<file path="config.mk">
export PLATFORM = sky130hd
export DESIGN_NAME = fsl_speed_loop
export DESIGN_NICKNAME = d
export VERILOG_FILES = /design/src/common/fsl_pkg.sv /design/src/logic/fsl_speed_loop.sv
export VERILOG_INCLUDE_DIRS = /design/src /design/src/common
export SDC_FILE = /design/constraint.sdc
export NUM_CORES = 1
export LEC_CHECK = 0
export ABC_AREA = 1
export BUFFER_PORTS_ARGS = -buffer_cell sky130_fd_sc_hd__buf_2
export CORE_ASPECT_RATIO = 2
export CORE_MARGIN = 2
export CORE_UTILIZATION = 35
export CTS_CLUSTER_DIAMETER = 60
export CTS_CLUSTER_SIZE = 14
export DETAILED_ROUTE_END_ITERATION = 12
export SKIP_CTS_REPAIR_TIMING = 1
export SLEW_MARGIN = 40
export SYNTH_ARGS = -nofsm -noshare
export SYNTH_HDL_FRONTEND = slang
export SYNTH_SLANG_ARGS = --single-unit
</file>
<file path="constraint.sdc">
create_clock -name ref_clk -period 10.6 [get_ports ref_clk]
set_input_delay 1.06 -clock ref_clk [delete_from_list [all_inputs] [get_ports ref_clk]]
set_output_delay 1.06 -clock ref_clk [all_outputs]
set_load 0.005 [all_outputs]
</file>
<file path="src/common/fsl_defs.svh">
// Constants for the fan speed loop with current limit
// Assumes inclusion by bare name from the package and the design
`ifndef FSL_DEFS_SVH
`define FSL_DEFS_SVH
`define FSL_SPEED_W      8
`define FSL_ERR_W        9
`define FSL_GAIN_W       4
`define FSL_ACC_FRAC     8
`define FSL_DUTY_MAX     8'hFF
`define FSL_ACC_RST      16'h0000
`define FSL_BIG_ERR      8'h20
`define FSL_DEAD_RST     8'h02
`define FSL_UPD_CYCLES   16'h0400
`endif

</file>
<file path="src/common/fsl_pkg.sv">
// Types for the fan speed loop with current limit
// Assumes fsl_defs.svh on the include path
`include "fsl_defs.svh"
package fsl_pkg;
    typedef enum logic [1:0] {
        FSL_RUN   = 2'b00,
        FSL_TRIP  = 2'b01,
        FSL_LATCH = 2'b11
    } fsl_lim_t;
    typedef struct packed {
        logic [3:0] gain_low;
        logic [3:0] gain_std;
        logic [3:0] gain_high;
        logic       boost_en;
        logic       dead_en;
        logic [7:0] dead_band;
        logic       auto_restart;
        logic [7:0] big_err;
    } fsl_cfg_t;
endpackage

</file>
<file path="src/logic/fsl_speed_loop.sv">
// Integral fan speed regulator with PWM winding drive and current limit
// Assumes speed samples and the overcurrent comparator come from outside the clock
`timescale 1ns/10ps
`include "fsl_defs.svh"
// Summary of operation
// Overcurrent trip forces the winding output idle at once, in hardware.
// With auto restart set, PWM resumes once comparator falls; else stays idle until limit_clear with comparator low.
// Limit acts every PWM cycle in hardware with no software step.
// Each comparator trip raises a one-cycle event pulse for software.
// Accumulator adds error times gain each update; it sets the duty.
// Speed far above target selects the reduced gain.
// Speed close to target selects the standard gain.
// Speed far below target selects the increased or the standard gain.
// Active dead band zeroes errors smaller than the dead-band constant.
// Dead band turns on only once measured speed equals the target.
// Error leaving the dead band turns it off until target is reached.
// No derivative term is used in the loop.
// Measured speed is unsigned 8-bit, 255 meaning full speed.
// Overflowed measurement sets invalid flag and the sample is not used.
// Error is target minus measured, as a signed 9-bit value.
// Accumulator saturates at zero and at full duty, never wraps.
module fsl_speed_loop
    import fsl_pkg::*;
#(
    parameter logic [15:0] UPD_CYCLES = `FSL_UPD_CYCLES
) (
    input  wire logic                      ref_clk,
    input  wire logic                      rst_b,
    input  wire logic [`FSL_SPEED_W-1:0]   meas_speed,
    input  wire logic                      meas_ovf,
    input  wire logic [`FSL_SPEED_W-1:0]   set_speed,
    input  wire fsl_cfg_t                  cfg,
    input  wire logic                      ocp_trip,
    input  wire logic                      limit_clear,
    output logic                           winding_pwm,
    output logic                           ocp_event,
    output logic                           limited,
    output logic                           meas_invalid,
    output logic                           dead_active,
    output logic [`FSL_SPEED_W-1:0]        duty
);
    localparam int AW = `FSL_SPEED_W + `FSL_ACC_FRAC;
    logic [1:0]                 ocp_sync;
    logic                       ocp_prev;
    logic [`FSL_SPEED_W-1:0]    meas_s1;
    logic [`FSL_SPEED_W-1:0]    meas_s2;
    logic [1:0]                 ovf_sync;
    logic [`FSL_SPEED_W-1:0]    set_s1;
    logic [`FSL_SPEED_W-1:0]    set_s2;
    logic [`FSL_SPEED_W-1:0]    meas_s3;
    logic [`FSL_SPEED_W-1:0]    set_s3;
    logic [`FSL_SPEED_W-1:0]    meas_q;
    logic [`FSL_SPEED_W-1:0]    set_q;
    fsl_lim_t                   lim_state;
    logic [15:0]                upd_cnt;
    logic                       upd_tick;
    logic [`FSL_SPEED_W-1:0]    pwm_cnt;
    logic [AW-1:0]              acc;
    logic signed [`FSL_ERR_W-1:0] err;
    logic [`FSL_ERR_W-1:0]      err_mag;
    logic signed [`FSL_ERR_W-1:0] err_db;
    logic [`FSL_GAIN_W-1:0]     gain;
    logic signed [AW+1:0]       next_acc;
    logic                       run_ok;

    // Two flops on every asynchronous input, a third on the speed words; stages two and three are read
    always_ff @(posedge ref_clk or negedge rst_b) begin
        if (!rst_b) begin
            ocp_sync <= 2'h0;
            ovf_sync <= 2'h0;
            meas_s1  <= 8'h00;
            meas_s2  <= 8'h00;
            set_s1   <= 8'h00;
            set_s2   <= 8'h00;
            meas_s3  <= 8'h00;
            set_s3   <= 8'h00;
            ocp_prev <= 1'b0;
        end else begin
            ocp_sync <= {ocp_sync[0], ocp_trip};
            ovf_sync <= {ovf_sync[0], meas_ovf};
            meas_s1  <= meas_speed;
            meas_s2  <= meas_s1;
            set_s1   <= set_speed;
            set_s2   <= set_s1;
            meas_s3  <= meas_s2;
            set_s3   <= set_s2;
            ocp_prev <= ocp_sync[1];
        end
    end

    // A word is taken only once two synced copies agree, so bits caught
    // mid-change never reach the error path; costs two cycles of latency
    always_ff @(posedge ref_clk or negedge rst_b) begin
        if (!rst_b) begin
            meas_q <= 8'h00;
            set_q  <= 8'h00;
        end else begin
            if (meas_s2 == meas_s3) begin
                meas_q <= meas_s2;
            end
            if (set_s2 == set_s3) begin
                set_q <= set_s2;
            end
        end
    end

    // Trip event pulse for software
    always_ff @(posedge ref_clk or negedge rst_b) begin
        if (!rst_b) begin
            ocp_event <= 1'b0;
        end else begin
            ocp_event <= ocp_sync[1] & ~ocp_prev;
        end
    end

    // Limit state: the trip level wins over a clear in the same cycle
    always_ff @(posedge ref_clk or negedge rst_b) begin
        if (!rst_b) begin
            lim_state <= FSL_RUN;
        end else begin
            case (lim_state)
                FSL_RUN: begin
                    if (ocp_sync[1]) begin
                        lim_state <= cfg.auto_restart ? FSL_TRIP : FSL_LATCH;
                    end
                end
                FSL_TRIP: begin
                    if (!ocp_sync[1]) begin
                        lim_state <= FSL_RUN;
                    end
                end
                FSL_LATCH: begin
                    if (limit_clear && !ocp_sync[1]) begin
                        lim_state <= FSL_RUN;
                    end
                end
                default: begin
                    lim_state <= FSL_RUN;
                end
            endcase
        end
    end

    // Trip forces idle one cycle after the level reaches the second flop
    assign run_ok = (lim_state == FSL_RUN) && !ocp_sync[1];

    always_ff @(posedge ref_clk or negedge rst_b) begin
        if (!rst_b) begin
            limited <= 1'b0;
        end else begin
            limited <= !run_ok;
        end
    end

    // Free running PWM; idle state is low
    always_ff @(posedge ref_clk or negedge rst_b) begin
        if (!rst_b) begin
            pwm_cnt     <= 8'h00;
            winding_pwm <= 1'b0;
        end else begin
            pwm_cnt     <= pwm_cnt + 8'h01;
            winding_pwm <= run_ok && (pwm_cnt < duty);
        end
    end

    // Loop update tick
    always_ff @(posedge ref_clk or negedge rst_b) begin
        if (!rst_b) begin
            upd_cnt  <= 16'h0000;
            upd_tick <= 1'b0;
        end else begin
            upd_tick <= (upd_cnt == UPD_CYCLES - 16'h0001);
            upd_cnt  <= (upd_cnt == UPD_CYCLES - 16'h0001) ? 16'h0000 : upd_cnt + 16'h0001;
        end
    end

    // Invalid flag follows each overflowed sample
    always_ff @(posedge ref_clk or negedge rst_b) begin
        if (!rst_b) begin
            meas_invalid <= 1'b0;
        end else if (upd_tick) begin
            meas_invalid <= ovf_sync[1];
        end
    end

    // Error and gain choice; no derivative path is kept on purpose
    always_comb begin
        err     = $signed({1'b0, set_q}) - $signed({1'b0, meas_q});
        err_mag = err[`FSL_ERR_W-1] ? 9'(-err) : 9'(err);
        if (err_mag > {1'b0, cfg.big_err} && err[`FSL_ERR_W-1]) begin
            gain = cfg.gain_low;
        end else if (err_mag > {1'b0, cfg.big_err}) begin
            gain = cfg.boost_en ? cfg.gain_high : cfg.gain_std;
        end else begin
            gain = cfg.gain_std;
        end
        if (dead_active && err_mag < {1'b0, cfg.dead_band}) begin
            err_db = 9'sh000;
        end else begin
            err_db = err;
        end
        next_acc = $signed({2'b00, acc}) + (AW+2)'(err_db) * (AW+2)'($signed({1'b0, gain}));
    end

    // Dead band arms at the target and drops when the error escapes it
    always_ff @(posedge ref_clk or negedge rst_b) begin
        if (!rst_b) begin
            dead_active <= 1'b0;
        end else if (!cfg.dead_en) begin
            dead_active <= 1'b0;
        end else if (upd_tick && !ovf_sync[1]) begin
            if (err == 9'sh000) begin
                dead_active <= 1'b1;
            end else if (err_mag >= {1'b0, cfg.dead_band}) begin
                dead_active <= 1'b0;
            end
        end
    end

    // Accumulator with saturation; overflowed samples are skipped
    always_ff @(posedge ref_clk or negedge rst_b) begin
        if (!rst_b) begin
            acc <= `FSL_ACC_RST;
        end else if (upd_tick && !ovf_sync[1]) begin
            if (next_acc < 0) begin
                acc <= '0;
            end else if (next_acc > $signed({2'b00, `FSL_DUTY_MAX, 8'hFF})) begin
                acc <= {`FSL_DUTY_MAX, 8'hFF};
            end else begin
                acc <= AW'(next_acc);
            end
        end
    end

    always_ff @(posedge ref_clk or negedge rst_b) begin
        if (!rst_b) begin
            duty <= 8'h00;
        end else begin
            duty <= acc[AW-1:`FSL_ACC_FRAC];
        end
    end

    AST_TRIP_IDLE: assert property (@(posedge ref_clk) disable iff (!rst_b)
        ocp_sync[1] |=> !winding_pwm)
        else $error("PWM not idle after trip");
    AST_LATCH_HOLD: assert property (@(posedge ref_clk) disable iff (!rst_b)
        (lim_state == FSL_LATCH && !limit_clear) |=> lim_state == FSL_LATCH)
        else $error("Latched trip released");
    AST_AUTO_RESUME: assert property (@(posedge ref_clk) disable iff (!rst_b)
        (lim_state == FSL_TRIP && !ocp_sync[1]) |=> lim_state == FSL_RUN)
        else $error("Auto restart missing");
    AST_EVENT: assert property (@(posedge ref_clk) disable iff (!rst_b)
        $rose(ocp_sync[1]) |=> ocp_event ##1 !ocp_event)
        else $error("Trip event wrong");
    AST_SAT: assert property (@(posedge ref_clk) disable iff (!rst_b)
        (upd_tick && !ovf_sync[1] && next_acc < 0) |=> acc == '0)
        else $error("Accumulator not floored");
    AST_DB_ARM: assert property (@(posedge ref_clk) disable iff (!rst_b)
        (cfg.dead_en && upd_tick && !ovf_sync[1] && err == 9'sh000) |=> dead_active)
        else $error("Dead band not armed");
    AST_DB_DROP: assert property (@(posedge ref_clk) disable iff (!rst_b)
        (upd_tick && !ovf_sync[1] && err != 9'sh000 && err_mag >= {1'b0, cfg.dead_band})
        |=> !dead_active)
        else $error("Dead band not dropped");
    AST_DB_ZERO: assert property (@(posedge ref_clk) disable iff (!rst_b)
        (dead_active && err_mag < {1'b0, cfg.dead_band}) |-> next_acc == $signed({2'b00, acc}))
        else $error("Small error passed");
    AST_OVF_SKIP: assert property (@(posedge ref_clk) disable iff (!rst_b)
        (upd_tick && ovf_sync[1]) |=> (meas_invalid && $stable(acc)))
        else $error("Overflow sample used");
    AST_GAIN_LOW: assert property (@(posedge ref_clk) disable iff (!rst_b)
        (err[`FSL_ERR_W-1] && err_mag > {1'b0, cfg.big_err}) |-> gain == cfg.gain_low)
        else $error("Reduced gain not chosen");
    AST_GAIN_STD: assert property (@(posedge ref_clk) disable iff (!rst_b)
        (err_mag <= {1'b0, cfg.big_err}) |-> gain == cfg.gain_std)
        else $error("Standard gain not chosen");
    AST_GAIN_HIGH: assert property (@(posedge ref_clk) disable iff (!rst_b)
        (!err[`FSL_ERR_W-1] && err_mag > {1'b0, cfg.big_err} && cfg.boost_en)
        |-> gain == cfg.gain_high)
        else $error("Increased gain not chosen");
    AST_LIMIT_IDLE: assert property (@(posedge ref_clk) disable iff (!rst_b)
        limited |-> !winding_pwm)
        else $error("PWM driven while limited");
    AST_LATCH_ENTRY: assert property (@(posedge ref_clk) disable iff (!rst_b)
        (lim_state == FSL_RUN && ocp_sync[1] && !cfg.auto_restart) |=> lim_state == FSL_LATCH)
        else $error("Trip not latched");
    AST_CLEAR_REFUSED: assert property (@(posedge ref_clk) disable iff (!rst_b)
        (lim_state == FSL_LATCH && ocp_sync[1]) |=> lim_state == FSL_LATCH)
        else $error("Clear accepted during trip");
    AST_CLEAR_OK: assert property (@(posedge ref_clk) disable iff (!rst_b)
        (lim_state == FSL_LATCH && limit_clear && !ocp_sync[1]) |=> lim_state == FSL_RUN)
        else $error("Clear not accepted");
    AST_EVENT_SRC: assert property (@(posedge ref_clk) disable iff (!rst_b)
        ocp_event |-> ($past(ocp_sync[1]) && !$past(ocp_prev)))
        else $error("Event without trip edge");
    AST_CAP_TOP: assert property (@(posedge ref_clk) disable iff (!rst_b)
        (upd_tick && !ovf_sync[1] && next_acc > $signed({2'b00, `FSL_DUTY_MAX, 8'hFF}))
        |=> acc == {`FSL_DUTY_MAX, 8'hFF})
        else $error("Accumulator not capped");
    AST_ACC_STEP: assert property (@(posedge ref_clk) disable iff (!rst_b)
        (upd_tick && !ovf_sync[1] && next_acc >= 0
         && next_acc <= $signed({2'b00, `FSL_DUTY_MAX, 8'hFF}))
        |=> $signed({2'b00, acc}) == $past(next_acc))
        else $error("Accumulator step wrong");
    AST_ACC_HOLD: assert property (@(posedge ref_clk) disable iff (!rst_b)
        !upd_tick |=> $stable(acc))
        else $error("Accumulator moved between updates");
    AST_DUTY: assert property (@(posedge ref_clk) disable iff (!rst_b)
        1'b1 |=> duty == $past(acc[AW-1:`FSL_ACC_FRAC]))
        else $error("Duty not taken from accumulator");
    AST_INVALID: assert property (@(posedge ref_clk) disable iff (!rst_b)
        upd_tick |=> meas_invalid == $past(ovf_sync[1]))
        else $error("Invalid flag wrong");
endmodule

</file>
Word-level counts from Yosys, hierarchy flattened --
Cells that the tools add are included.
Storage, ports and cells: memories 0, memory bits (writable) 0, bits in latches 0, memory bits (read-only) 0, logic and storage cells 76, bits in registers 125, input bits 52
Cells by class: multipliers 1, muxes and demuxes 17, reduce and logical (&&, ||, !) cells 13, div/mod/pow operators 0, bitwise gates (word level) 2, shifts and indexed selects 0, add/sub/neg operators 5, magnitude comparators 6, eq/ne operators 10
Operators by type and width (count):
- 2-to-1 mux 16 bit | 3
- adder 17 x 14 -> 18 bit | 1
- greater-than comparator 18 x 17 -> 1 bit (second input constant) | 1
- less-than comparator 18 x 1 -> 1 bit (second input constant) | 1
- 2-to-1 mux 9 bit | 2
- adder 16 x 1 -> 16 bit (second input constant) | 1
- equality test 16 x 10 -> 1 bit (second input constant) | 1
- equality test 8 bit | 2
- multiplier 9 x 5 -> 14 bit | 1
- 2-to-1 mux 4 bit | 3
- >= comparator 9 x 8 -> 1 bit | 1
- greater-than comparator 9 x 8 -> 1 bit | 1
- zero test 9 bit | 1
- less-than comparator 9 x 8 -> 1 bit | 1
- negator 9 bit | 1
- subtractor 8 x 8 -> 9 bit | 1
- adder 8 x 1 -> 8 bit (second input constant) | 1
- less-than comparator 8 bit | 1
- 2-to-1 mux 2 bit | 4
- logical AND 1 bit | 6
- inequality test 2 bit (second input constant) | 3
- case mux 2 bit (3 select lines) | 1
- 2-to-1 mux 1 bit | 4
- zero test 1 bit | 3
- other kinds (9) | 9

Logic depth before layout (Yosys ltp) --
Gate-level depths: netlist of run 1.
depth in word-level cells 11, depth in mapped cells 47, depth with buffers taken out 46

Least setup slack after synthesis of run 1 --
OpenSTA, ideal clock, no wires.
kind register to register, start reg set_q[0], end reg acc[10], setup slack 3721 ps, required time 10470 ps, path buffers 2, cell stages (with the launch flop) 47, period minus slack after synthesis 6879 ps, data arrival time 6749 ps, cells stage by stage dfrtp_1 inv_1 ha_1 inv_1 fa_1 nand3_1 nand3_2 a21oi_2 clkbuf_1 nand2_1 xor2_1 inv_1 ha_1 nand2_1 inv_1 nand3_1 nor2_1 o21ai_0 [... 11 more ...] fa_1 inv_1 fa_1 inv_1 ha_1 a21oi_1 o21ai_0 a21oi_1 inv_1 nand3b_1 nand2_1 nand2_1 nand2_1 nand2_1 inv_1 buf_4 nand2_1 o21ai_0
Between the ends: word-level cells in the longest chain between the ends 11, elaborated cells between the ends (all ways) 16, classes of those cells add/sub (3); mul (1); order compare (4); mux (6); reduce/logical (2)
Ends and longest elaborated chain:
- start: declaration | RTL line fsl_speed_loop.sv:53 | logic [`FSL_SPEED_W-1:0] set_q;
- start signal: assignment | RTL line fsl_speed_loop.sv:102 | set_q <= set_s2;
- subtractor 8 x 8 -> 9 bit * | RTL line fsl_speed_loop.sv:188 | err = $signed({1'b0, set_q}) - $signed({1'b0, meas_q});
- negator 9 bit | RTL line fsl_speed_loop.sv:189 | err_mag = err[`FSL_ERR_W-1] ? 9'(-err) : 9'(err);
- 2-to-1 mux 9 bit | RTL line fsl_speed_loop.sv:189
- greater-than comparator 9 x 8 -> 1 bit / less-than comparator 9 x 8 -> 1 bit (equally long branches) | RTL line fsl_speed_loop.sv:190, fsl_speed_loop.sv:192, fsl_speed_loop.sv:197
- 2-to-1 mux 4 bit (tied with other cells) | RTL line fsl_speed_loop.sv:192 | end else if (err_mag > {1'b0, cfg.big_err}) begin
- 2-to-1 mux 4 bit / 2-to-1 mux 9 bit (equally long branches) | RTL line fsl_speed_loop.sv:190, fsl_speed_loop.sv:197
- multiplier 9 x 5 -> 14 bit * | RTL line fsl_speed_loop.sv:202 | next_acc = $signed({2'b00, acc}) + (AW+2)'(err_db) * (AW+2)'($signed({1'b0, gain}));
- adder 17 x 14 -> 18 bit * | RTL line fsl_speed_loop.sv:202
- greater-than comparator 18 x 17 -> 1 bit | RTL line fsl_speed_loop.sv:227 | end else if (next_acc > $signed({2'b00, `FSL_DUTY_MAX, 8'hFF})) begin
- 2-to-1 mux 16 bit | RTL line fsl_speed_loop.sv:227
- 2-to-1 mux 16 bit * | RTL line fsl_speed_loop.sv:225 | if (next_acc < 0) begin
- end signal: assignment | RTL line fsl_speed_loop.sv:223 | acc <= `FSL_ACC_RST;
- end signal: assignment | RTL line fsl_speed_loop.sv:228 | acc <= {`FSL_DUTY_MAX, 8'hFF};
- end signal: assignment | RTL line fsl_speed_loop.sv:230 | acc <= AW'(next_acc);
- end: declaration | RTL line fsl_speed_loop.sv:58 | logic [AW-1:0] acc;
Every way passes the cells marked *; elsewhere a longest branch is shown, timed or not. A chain may end at the register's enable or synchronous reset.

Final worst setup path of run 1 --
start reg set_q[0], end reg acc[11]
Same word-level chain as after synthesis.

==> results of run 1 <==
final timing paths:
path / from / to / slack (ns)
max: set_q[0]$_DFFE_PN0N_ / acc[11]$_DFFE_PN0P_ / 2.91
max in group asynchronous: rst_b / meas_s3[2]$_DFF_PN0_ / 8.89
min: ovf_sync[0]$_DFF_PN0_ / ovf_sync[1]$_DFF_PN0_ / 0.35
min reg2reg: ovf_sync[0]$_DFF_PN0_ / ovf_sync[1]$_DFF_PN0_ / 0.35
min in group asynchronous: rst_b / upd_cnt[10]$_DFF_PN0_ / 0.63
max reg2reg: set_q[0]$_DFFE_PN0N_ / acc[11]$_DFFE_PN0P_ / 2.91
logic make-up (layout without fill, tap and decap cells):
family,after synthesis,in the layout,share of synthesized area (%)
AND/OR/NAND/NOR,313,313,18.67
buffers and inverters,169,260,8.097
flip-flops,125,125,39.61
adder cells (fa/ha/maj),109,109,20.98
AO/OA/AOI/OAI,81,81,5.562
XOR/XNOR,49,49,5.435
multiplexers,12,12,1.648
per-stage QoR:
step / setup slack, ns / hold slack (ns) / instances / utilization [%]
after floorplan: 3.721 / 0.3312 / 858 / -
after global placement: 3.050 / 0.3322 / 1193 / 38.56
after detailed placement: 2.911 / 0.3347 / 1193 / 38.59
after CTS: 2.890 / 0.3492 / 1225 / 41.08
after global routing: 2.205 / 0.3551 / 1225 / 41.08
final: 2.914 / 0.3478 / 1225 / 41.08
synth_stat cells (4+ instances only):
cell      number  share of area (%)
nor2_1        76                3.6
ha_1          70                 11
dfrtp_1      125                 40
inv_1        161                7.7
mux2i_1        4               0.51
a21oi_1       40                2.5
xor2_1        28                3.1
nor3_1         6               0.38
nand3_1       47                3.0
nand4_1       17                1.3
nand2_1      125                5.9
fa_1          39                9.9
xnor2_1       21                2.3
o21ai_0       27                1.7
nand2_2        7               0.55
nand2_4        7                1.0
mux2_2         8                1.1
nand3b_1       8               0.76
layout make-up:
type	count	area, sq um	share of cell area, %
Sequential cell	125	3128	34.36
Clock buffer	17	425.4	4.673
Clock inverter	15	127.6	1.402
Tap cell	276	345.3	3.793
Multi-Input combinational cell	564	4131	45.38
Timing Repair Buffer	65	334.1	3.670
Inverter	163	611.8	6.721
layer usage:
metal | up-vias | wire length [um] | GRT usage (%)
met5 | - | 0 | 0
met4 | 0 | 917 | 11.08
met3 | 47 | 405 | 2.797
met2 | 81 | 10420 | 30.96
met1 | 2724 | 6139 | 15.38
li1 | 2879 | - | -
==> impl_metrics.json, run 1 <==
{
  "fillers": 2232,
  "vias": 5731,
  "reg_top3": "acc: 16 flops, upd_cnt: 16 flops",
  "cts_buffer_depth": 2,
  "gr-total-overflow": 0,
  "grt_max_degree": 76,
  "slew_headroom_pct": 48.26,
  "yosys.cell_types.count": 43,
  "hold_viol": 0,
  "cp_max_fo": 13,
  "ant_nets": 0,
  "antennaDiodeCount": 0,
  "cp_common_cell": "nand2_1",
  "synth_seq_cells": 125,
  "fin_skew_ns": 0.007594,
  "port_buffers": 64,
  "die_h_um": 216.4,
  "avgSynthCellArea_sq_um": 9.203,
  "cts_made_buffers": 17,
  "gr-usage-all-layers_pct": 16.44,
  "ios": 65,
  "slowest_stage": "a21oi_2",
  "hold-path-cell-count": 0,
  "cts_tree": "built",
  "row_count": 77,
  "async_reset_ff_share_pct": 100.0,
  "finalNetCount": 1097,
  "clock-sinks": 125,
  "grt_pass1_wl_mm": 29.46,
  "slew_viol_final": 0,
  "critPathBufInv": 7,
  "wire_per_inst_um": 14.60,
  "ys.flop_type": "dfrtp_1",
  "antenna_found_initial": 0,
  "period_needed_ns": 7.686,
  "first_pass_iters": 4,
  "tns_ns": 0,
  "hp-class": "flop to flop",
  "vias_per_cell": 4.678,
  "setup_viol": 0,
  "cp.depth": 40,
  "design_area_sq_um": 9104,
  "r2r_cells": 40,
  "worst_pin_slew_ns": 0.7761,
  "first_iter_violations": 281,
  "maxCapViolations": 0,
  "root_buffer": "clkbuf_16",
  "status": "complete, no violations",
  "slowest_delay_ns": 0.64,
  "clk_latency_ns": 0.44,
  "dieArea_sq_um": 23850,
  "seq_area_frac_synth_pct": 39.61,
  "required_ns": 10.90,
  "criticalPathCategory": "flop to flop",
  "routed_wirelength_mm": 17.88,
  "clkTransAtPathRegs_ns": 0.06,
  "arrival_ns": 7.98,
  "start_util_pct": 35.64,
  "post_dp_cell_area_sq_um": 8551,
  "synth_area_sq_um": 7896,
  "rsz0062_at_grt": "false",
  "fp.dieW_um": 110.2,
  "finalCritPeriodShare_pct": 72.51,
  "max_freq_mhz": 130.1,
  "core_area_sq_um": 22160,
  "final_common_cell": "inv_1",
  "drc": 0,
  "drive_above_1_share_pct": 14.33,
  "areaGrowthSynthToFinish_pct": 15.29,
  "dp_hpwl_mm": 14.58,
  "mostFrequentLayoutCells": "inv_1, nand2_1, dfrtp_1",
  "synthesis.nets": 1019,
  "synth_cells": 858,
  "synth_edf_count": 0,
  "grt_pass1_vias": 6290,
  "gp_congestion": 0.8633,
  "path_delay_family": "adder cells",
  "h-tree-depth": 4,
  "cp-start-kind": "flop",
  "endpoint_kind": "flop",
  "yosysWarnings": 0
}
Power of run 1 is left out: the tool's default activity adds up to more than one toggle a clock period on the data nets, which glitch-free logic cannot reach.
==> run 2, diff against run 1 <==
Clock period 10.6 ns to 6.8 ns, I/O delays scaled along.
==> run 2 against run 1 <==
Compared with the run above:
- critical path depth grew 1
- wire length grew 5.3%
- maximum frequency grew 18%
- design area grew 13%
- clock-buffer cell count grew 1
- global-route usage is essentially flat
- register-to-register slack lost 2.6 ns
- setup slack lost 2.6 ns
- final cell count grew 4.8%
- critical path type unchanged
==> impl_metrics.json, run 2 (synthesized netlist as in run 1, its figures left out) <==
{
  "status": "complete, no violations",
  "path_delay_family": "adder cells",
  "row_count": 77,
  "start_util_pct": 35.64,
  "die_h_um": 216.4,
  "fillers": 2090,
  "worst_pin_slew_ns": 0.5975,
  "cts_tree": "built",
  "cp-start-kind": "flop",
  "worstReg2RegEnd": "acc[11]$_DFFE_PN0P_",
  "hold_viol": 0,
  "finalNetCount": 1156,
  "gp_congestion": 0.8826,
  "wire_per_inst_um": 14.67,
  "cp_common_cell": "nand2_4",
  "reg_top3": "acc: 16 flops, upd_cnt: 16 flops",
  "gr-usage-all-layers_pct": 16.44,
  "drc": 0,
  "first_iter_violations": 280,
  "required_ns": 7.12,
  "period_needed_ns": 6.530,
  "criticalPathCategory": "flop to flop",
  "slowest_delay_ns": 0.54,
  "tns_ns": 0,
  "arrival_ns": 6.85,
  "h-tree-depth": 4,
  "port_buffers": 64,
  "vias_per_cell": 4.731,
  "antenna_found_initial": 0,
  "first_pass_iters": 4,
  "areaGrowthSynthToFinish_pct": 30.26,
  "routed_wirelength_mm": 18.83,
  "dieArea_sq_um": 23850,
  "gr-total-overflow": 0,
  "clk_latency_ns": 0.43,
  "dp.cells": 1243,
  "rr_startpoint": "meas_q[0]$_DFFE_PN0N_",
  "maxCapViolations": 0,
  "max_freq_mhz": 153.1,
  "crit_end": "acc[11]$_DFFE_PN0P_",
  "clock-sinks": 125,
  "critPathBufInv": 11,
  "final_cells": 1284,
  "finalCritPeriodShare_pct": 96.02,
  "ant_nets": 0,
  "rsz0062_at_grt": "true",
  "slew_headroom_pct": 60.17,
  "grt_max_degree": 64,
  "cts_made_buffers": 17,
  "hp-class": "input pin to async pin",
  "root_buffer": "clkbuf_16",
  "cts_buffer_depth": 2,
  "rrSetupSlack_ns": 0.27,
  "cp_max_fo": 6,
  "cp.depth": 41,
  "r2r_cells": 41,
  "drive_above_1_share_pct": 29.56,
  "core_area_sq_um": 22160,
  "crit_path_start": "meas_q[0]$_DFFE_PN0N_",
  "endpoint_kind": "flop",
  "grt_pass1_wl_mm": 29.68,
  "clkTransAtPathRegs_ns": 0.06,
  "grt_pass1_vias": 6372,
  "fp.dieW_um": 110.2,
  "fin_skew_ns": 0.008864,
  "mostFrequentLayoutCells": "inv_1, dfrtp_1, nand2_1",
  "antennaDiodeCount": 0,
  "setup_viol": 0,
  "fin_hold_ws_ns": 0.2197,
  "vias": 6074,
  "slew_viol_final": 0,
  "dp_hpwl_mm": 14.73,
  "ios": 65,
  "slowest_stage": "fa_1",
  "final_common_cell": "inv_1"
}
-- run 2: cell count changes in the layout (fill, tap and decap cells not counted), sizes merged --
cell and change:
inv -2, clkbuf +1, clkinvlp -2, bufinv +3, buf +59
-- run 2: worst min path at each step --
stage	end	slack [ns]
2_1_floorplan	meas_s2[0]$_DFF_PN0_	0.33
4_1_cts	set_s1[6]$_DFF_PN0_	0.33
6_report	set_s1[2]$_DFF_PN0_	0.22
3_3_place_gp	ocp_sync[1]$_DFF_PN0_	0.33
3_5_place_dp	set_s2[2]$_DFF_PN0_	0.33
5_1_grt	set_s1[7]$_DFF_PN0_	0.26
-- run 2: routing by layer --
| metal | wire length, um | part of all wire (%) | global-route usage, % | vias up |
|---|---|---|---|---|
| li1 | - | - | - | 2987 |
| met1 | 6171 | 33 | 14.78 | 2952 |
| met2 | 11140 | 59 | 31.45 | 85 |
| met3 | 449 | 2.4 | 3.008 | 50 |
| met4 | 1071 | 5.7 | 11.13 | 0 |
| met5 | 0 | 0 | 0 | - |
-- run 2: layout make-up --
class	count	area (sq um)	area share (%)
Inverter	163	621.8	6.045
Sequential cell	125	3128	30.41
Multi-Input combinational cell	564	4735	46.03
Tap cell	276	345.3	3.357
Clock inverter	14	180.2	1.752
Timing Repair Buffer	124	847.1	8.235
Clock buffer	18	429.2	4.172
-- run 2: through the flow --
step	cell area (sq um)	utilization, %	setup WS [ns]
after detailed placement	8945	40.37	-0.1368
after global placement	8945	40.37	-0.05608
after global routing	10290	46.42	-0.1187
after CTS	9554	43.12	-0.1731
final	10290	46.42	0.2704
after floorplan	7898	-	0.02311
Power of run 2 is left out for the same reason.
